<file path="src/rtl/preset_counter_pkg.sv">
package preset_counter_pkg;

  // ==========================================================================
  // Counter geometry
  // ==========================================================================
  localparam int unsigned PV_WIDTH     = 24;        // Present value width
  localparam int unsigned BATCH_WIDTH  = 16;        // Batch count width
  localparam int unsigned PSCL_WIDTH   = 16;        // Prescale step width
  localparam logic [23:0] PV_MAX       = 24'hFFFFFF; // Overflow reading
  localparam logic [23:0] PV_RESET     = 24'h000000; // Present value at reset
  localparam logic [15:0] BATCH_RESET  = 16'h0000;   // Batch count at reset

  // ==========================================================================
  // Timing
  // ==========================================================================
  localparam int unsigned CLOCK_HZ        = 50000000; // Sampling clock rate
  localparam int unsigned RST_DELAY_US    = 1000;     // Reset to output off
  localparam int unsigned RST_DELAY_CYC   = (CLOCK_HZ / 1000000) * RST_DELAY_US;
  localparam int unsigned OUT_DELAY_US    = 200;      // Match to output on
  localparam int unsigned OUT_DELAY_CYC   = (CLOCK_HZ / 1000000) * OUT_DELAY_US;

endpackage

</file>
<file path="src/rtl/preset_counter.sv">
`timescale 1ns/1ps
module preset_counter
  import preset_counter_pkg::*;
#(
  parameter int unsigned RST_CYC = RST_DELAY_CYC,
  parameter int unsigned OUT_CYC = OUT_DELAY_CYC
) (
  // Clock and reset
  input  wire logic                   clock,
  input  wire logic                   nrst,
  input  wire logic                   ce,
  // Settings
  input  wire logic [PV_WIDTH-1:0]    set_value,
  input  wire logic [PSCL_WIDTH-1:0]  prescale,
  input  wire logic                   batch_en,
  // Field inputs
  input  wire logic                   count_pulse,
  input  wire logic                   count_reset,
  // Outputs
  output logic                        ctrl_out,
  output logic [PV_WIDTH-1:0]         present_value,
  output logic [BATCH_WIDTH-1:0]      batch_count,
  output logic                        overflow
);

  // ==========================================================================
  // State
  // ==========================================================================
  logic [PV_WIDTH-1:0]    pv_q;        // Present value
  logic [PV_WIDTH-1:0]    pv_d;        // Next present value
  logic [BATCH_WIDTH-1:0] batch_q;     // Batch count
  logic                   ovf_q;       // Overflow latched
  logic                   pulse_q;     // Previous pulse level
  logic                   out_q;       // Output register
  logic                   hit_q;       // Match already counted

  // ==========================================================================
  // Decode
  // ==========================================================================
  logic                   edge_w;      // Rising count edge
  logic [PV_WIDTH:0]      sum_w;       // Present value plus prescale
  logic                   wrap_w;      // Addition overflows
  logic                   match_w;     // Comparison true
  logic                   want_on;     // Output should be on
  logic                   on_done;     // On delay elapsed
  logic                   off_done;    // Off delay elapsed

  assign edge_w  = count_pulse && !pulse_q && !count_reset;
  assign sum_w   = {1'b0, pv_q} + {{(PV_WIDTH + 1 - PSCL_WIDTH){1'b0}}, prescale};
  assign wrap_w  = sum_w[PV_WIDTH];
  assign pv_d    = wrap_w ? PV_MAX : sum_w[PV_WIDTH-1:0];
  // Live compare, zero case included since 0 >= 0
  assign match_w = (pv_q >= set_value);
  assign want_on = (match_w || ovf_q) && !count_reset;

  // ==========================================================================
  // Delays
  // ==========================================================================
  delay_line #(.LEN(OUT_CYC)) u_on_dly (
    .clock (clock),
    .nrst  (nrst),
    .ce    (ce),
    .start (want_on),
    .done  (on_done)
  );

  delay_line #(.LEN(RST_CYC)) u_off_dly (
    .clock (clock),
    .nrst  (nrst),
    .ce    (ce),
    .start (count_reset),
    .done  (off_done)
  );

  // Counting
  always_ff @(posedge clock or negedge nrst) begin
    if (!nrst) begin
      pv_q    <= PV_RESET;
      ovf_q   <= 1'b0;
      pulse_q <= 1'b0;
    end else if (ce) begin
      pulse_q <= count_pulse;
      if (count_reset) begin
        pv_q  <= PV_RESET;
        ovf_q <= 1'b0;
      end else if (edge_w && !ovf_q) begin
        pv_q  <= pv_d;
        ovf_q <= wrap_w;
      end
    end
  end

  // Batch counting, one step per match
  always_ff @(posedge clock or negedge nrst) begin
    if (!nrst) begin
      batch_q <= BATCH_RESET;
      hit_q   <= 1'b0;
    end else if (ce) begin
      hit_q <= match_w && !count_reset;
      if (batch_en && match_w && !hit_q && !count_reset) begin
        batch_q <= batch_q + BATCH_WIDTH'(1);
      end
    end
  end

  // Output register
  always_ff @(posedge clock or negedge nrst) begin
    if (!nrst) begin
      out_q <= 1'b0;
    end else if (ce) begin
      if (off_done || !want_on) begin
        out_q <= out_q && count_reset && !off_done;
      end else if (on_done) begin
        out_q <= 1'b1;
      end
    end
  end

  assign ctrl_out      = out_q;
  assign present_value = pv_q;
  assign batch_count   = batch_q;
  assign overflow      = ovf_q;
endmodule

</file>
<file path="src/rtl/delay_line.sv">
`timescale 1ns/1ps
// ============================================================================
// Delay counter: done rises after start held high for LEN cycles
// ============================================================================
module delay_line #(
  parameter int unsigned LEN = 16
) (
  // Clock and reset
  input  wire logic clock,
  input  wire logic nrst,
  input  wire logic ce,
  // Control
  input  wire logic start,
  output logic      done
);
  localparam int unsigned CW = $clog2(LEN + 1);

  logic [CW-1:0] cnt_q;     // Cycles start has been high
  logic [CW-1:0] cnt_d;     // Next count
  logic          at_end;    // Count reached length

  assign at_end = (cnt_q == CW'(LEN));
  assign cnt_d  = !start ? '0 : (at_end ? cnt_q : cnt_q + CW'(1));
  assign done   = at_end;

  // Count while start holds
  always_ff @(posedge clock or negedge nrst) begin
    if (!nrst) begin
      cnt_q <= '0;
    end else if (ce) begin
      cnt_q <= cnt_d;
    end
  end
endmodule

</file>
<file path="config.mk">
export PLATFORM = sky130hd
export DESIGN_NAME = preset_counter
export DESIGN_NICKNAME = d
export VERILOG_FILES = /design/src/rtl/preset_counter_pkg.sv /design/src/rtl/preset_counter.sv /design/src/rtl/delay_line.sv
export SDC_FILE = /design/constraint.sdc
export NUM_CORES = 1
export LEC_CHECK = 0
export ABC_AREA = 1
export BUFFER_PORTS_ARGS = -buffer_cell sky130_fd_sc_hd__buf_2
export CAP_MARGIN = 20
export CORE_MARGIN = 10
export CORE_UTILIZATION = 30
export DETAILED_ROUTE_END_ITERATION = 10
export PLACE_DENSITY = 0.58
export SYNTH_ARGS = -nofsm -noshare
export SYNTH_HDL_FRONTEND = slang
export SYNTH_SLANG_ARGS = --single-unit
</file>
<file path="constraint.sdc">
create_clock -name clock -period 3.23 [get_ports clock]
set_clock_uncertainty 0.1 [all_clocks]
set_input_delay 0.4845 -clock clock [delete_from_list [all_inputs] [get_ports clock]]
set_output_delay 0.4845 -clock clock [all_outputs]
set_load 0.02 [all_outputs]
</file>
==> flow_summary.json <==
{
  "ys_async_sr_fraction_pct": 100,
  "tns_ns": 0,
  "hold_viol": 0,
  "synth_commonest_cells": "198 x nand2_1, 113 x inv_1, 74 x dfrtp_1",
  "p_seq_share_pct": 38.3,
  "grt_overflow": 0,
  "final_nets": 972,
  "ys_ff_latch": 74,
  "synth_top_area_share_pct": 32.0,
  "antenna_found_initial": 3,
  "drt_iter0_drc": 310,
  "synthMostInstantiatedCell": "nand2_1",
  "cp_num_buf_inv": 1,
  "seq_area_frac_synth_pct": 32.0,
  "grt_pass1_wl_um": 26200,
  "r2r_cells": 14,
  "finalCriticalPeriod_ns": 2.46,
  "worstHoldStart": "count_pulse",
  "arrival_ns": 2.60,
  "netlist_area_um2": 5780,
  "gp_congestion": 0.889,
  "r2r_slack_ns": 0.77,
  "worstMarginPinSlew_ns": 0.752,
  "switchingPower_uw": 825,
  "setup_violations": 0,
  "min_path_cells": 3,
  "worstHoldPathType": "input port to register",
  "synth_nets": 881,
  "cts_tree": "built",
  "r2r_end": "present_value[19]",
  "synth_edf_count": 0,
  "hpwl_um": 12000,
  "synth_area_leaders": "dfrtp_1 32%, nand2_1 13%, ha_1 9.7%",
  "postSynthCellCount": 789,
  "final_util_pct": 36.3,
  "holdPathEnd": "pulse_q",
  "power.density_nw_per_um2": 382,
  "outcome": "finished clean",
  "area_delta_synth_final_pct": 18.1,
  "clkPwrFrac_pct": 40.2,
  "path_class": "register to register",
  "grt_max_degree": 75,
  "drc": 0,
  "peakVddDrop_v": 0.000280,
  "maxSlewViolCount": 0,
  "via_per_inst": 4.66,
  "syn_area_per_cell_um2": 7.33,
  "grt_use_total_pct": 12.2,
  "path_cells": "ha_1 > fa_1 > nand3_1 > nand3_2 > nand2_2 > nand2_4 > nand2_4 > nand2_4 > nand3_2 > nand2_2 > nand4_4 > nand2_1 > inv_1 > nand2_1",
  "setup.worst_path.end_class": "register",
  "portBuffers": 87,
  "slowest_delay_ns": 0.44,
  "cp_max_fo": 22,
  "ys_types": 45,
  "critPathMostFrequentCell": "nand2_4",
  "holdWs_ns": 0.265,
  "vias": 5337,
  "clk_pin_slew_ns": 0.06,
  "wire_per_inst_um": 13.4,
  "max_freq_mhz": 407,
  "crit_path_start_kind": "register",
  "slowest_stage": "fa_1",
  "dr.pass1.iters": 5,
  "min_period_over_period_pct": 76.1,
  "intPower_mw": 1.78,
  "synthFlopType": "dfrtp_1",
  "r2r_start": "present_value[0]",
  "numCtsBuffers": 9,
  "initial_utilization_pct": 30.7,
  "grt_pass1_vias": 5338,
  "maxSlewHeadroom_pct": 49.8,
  "clock_latency_ns": 0.35,
  "power_frac_comb_pct": 21.5,
  "power.leakage_nw": 3.58,
  "switching_share_pct": 31.6,
  "io_pins": 88,
  "cts_sinks": 74,
  "die_w_um": 159,
  "htree_levels": 3,
  "design.die.area_um2": 25200,
  "postRouteWirelength_um": 15300,
  "rsz0062_at_grt": "no",
  "drtAntennaViolNets": 0,
  "max_cap_viol_count": 0,
  "dieHeight_um": 159,
  "cts-root-buf": "clkbuf_16",
  "clockBufferDepth": 2,
  "postCtsSetupRepairBufs": 0,
  "crit_family": "simple AND/OR/NAND/NOR gates",
  "power.total_mw": 2.61,
  "core_um2": 18800,
  "rows": 50,
  "ys_warn_count": 0,
  "required_ns": 3.37,
  "drive_gt1_share_pct": 16.9,
  "synth_top_cell_by_area": "dfrtp_1"
}
-- worst register-to-register path: cells and delay by family, from the launching register on --
kind                       cells  cell delay, ns
and+or+nand+nor               11            1.06
DFF                            1            0.42
adders and majority gates      2            0.69
buffers and inverters          1            0.07
-- routing by layer --
layer	global-route usage [%]	share of wire, %
met4	4.30	1.7
met3	3.00	4.7
met1	16.1	50
met5	0	0.21
met2	18.9	44
-- metrics by stage --
step,cells,worst slack [ns],area (um^2)
after floorplan,789,0.972,5780
after global placement,1127,0.638,6480
after detailed placement,1127,0.600,6480
after CTS,1143,0.756,6790
after global routing,1145,0.504,6830
final,1146,0.772,6830
-- area by class of cell --
| cell class | count | area (um^2) |
|---|---|---|
| Antenna cell | 1 | 2.50 |
| Clock buffer | 11 | 243 |
| Clock inverter | 5 | 62.6 |
| Fill cell | 2069 | 12000 |
| Inverter | 118 | 443 |
| Multi-Input combinational cell | 583 | 3390 |
| Sequential cell | 74 | 1850 |
| Tap cell | 260 | 325 |
| Timing Repair Buffer | 94 | 513 |
-- power by group through the flow --
stage               Sequential (mW)  Clock, mW  Combinational, mW
finish                        0.999       1.05              0.560
global route                   1.01       1.12              0.645
CTS                            1.00       1.08              0.562
detailed placement             1.02          0              0.559
global placement               1.02          0              0.557
floorplan                      1.04          0              0.360
-- flip-flops by register name, summed over array words and instances (netlist names) --
signal	count
pulse_q	1
ctrl_out	1
hit_q	1
present_value	24
batch_count	16
u_on_dly.cnt_q	14
u_off_dly.cnt_q	16
overflow	1
-- placed cells by master (no fill, tap or decap), drive strengths merged, types with 23 or more instances in the layout --
cell   count
nand2    204
inv      118
buf       93
nor2      75
dfrtp     74
nand3     71
ha        45
xor2      34
o21ai     32
a21oi     31
nand4     23
-- cells by family after synthesis --
family	after synthesis	share of synthesized area (%)
xor+xnor	44	6.66
compound gates	84	8.61
buf+inv	132	9.39
flops	74	32.0
fa+ha+maj	46	10.1
simple gates	409	33.2
-- worst max-delay path by stage --
stage                           start            endpoint  slack (ns)  cells after the start
floorplan            present_value[0]    present_value[4]        0.97                     13
global placement          prescale[0]   present_value[19]        0.64                     15
detailed placement        prescale[0]   present_value[19]        0.60                     15
CTS                  present_value[0]   present_value[19]        0.76                     14
global route        present_value[21]  u_on_dly.cnt_q[13]        0.50                     13
finish               present_value[0]   present_value[19]        0.77                     14
-- repair_timing --
| item | 4_1_cts | 5_1_grt |
|---|---|---|
| hold buffers | 0 | 1 |
| resized for setup | 0 | 0 |
| endpoints found under the hold margin | 0 | 19 |
Note: power is estimated with default switching activity, not from simulation.
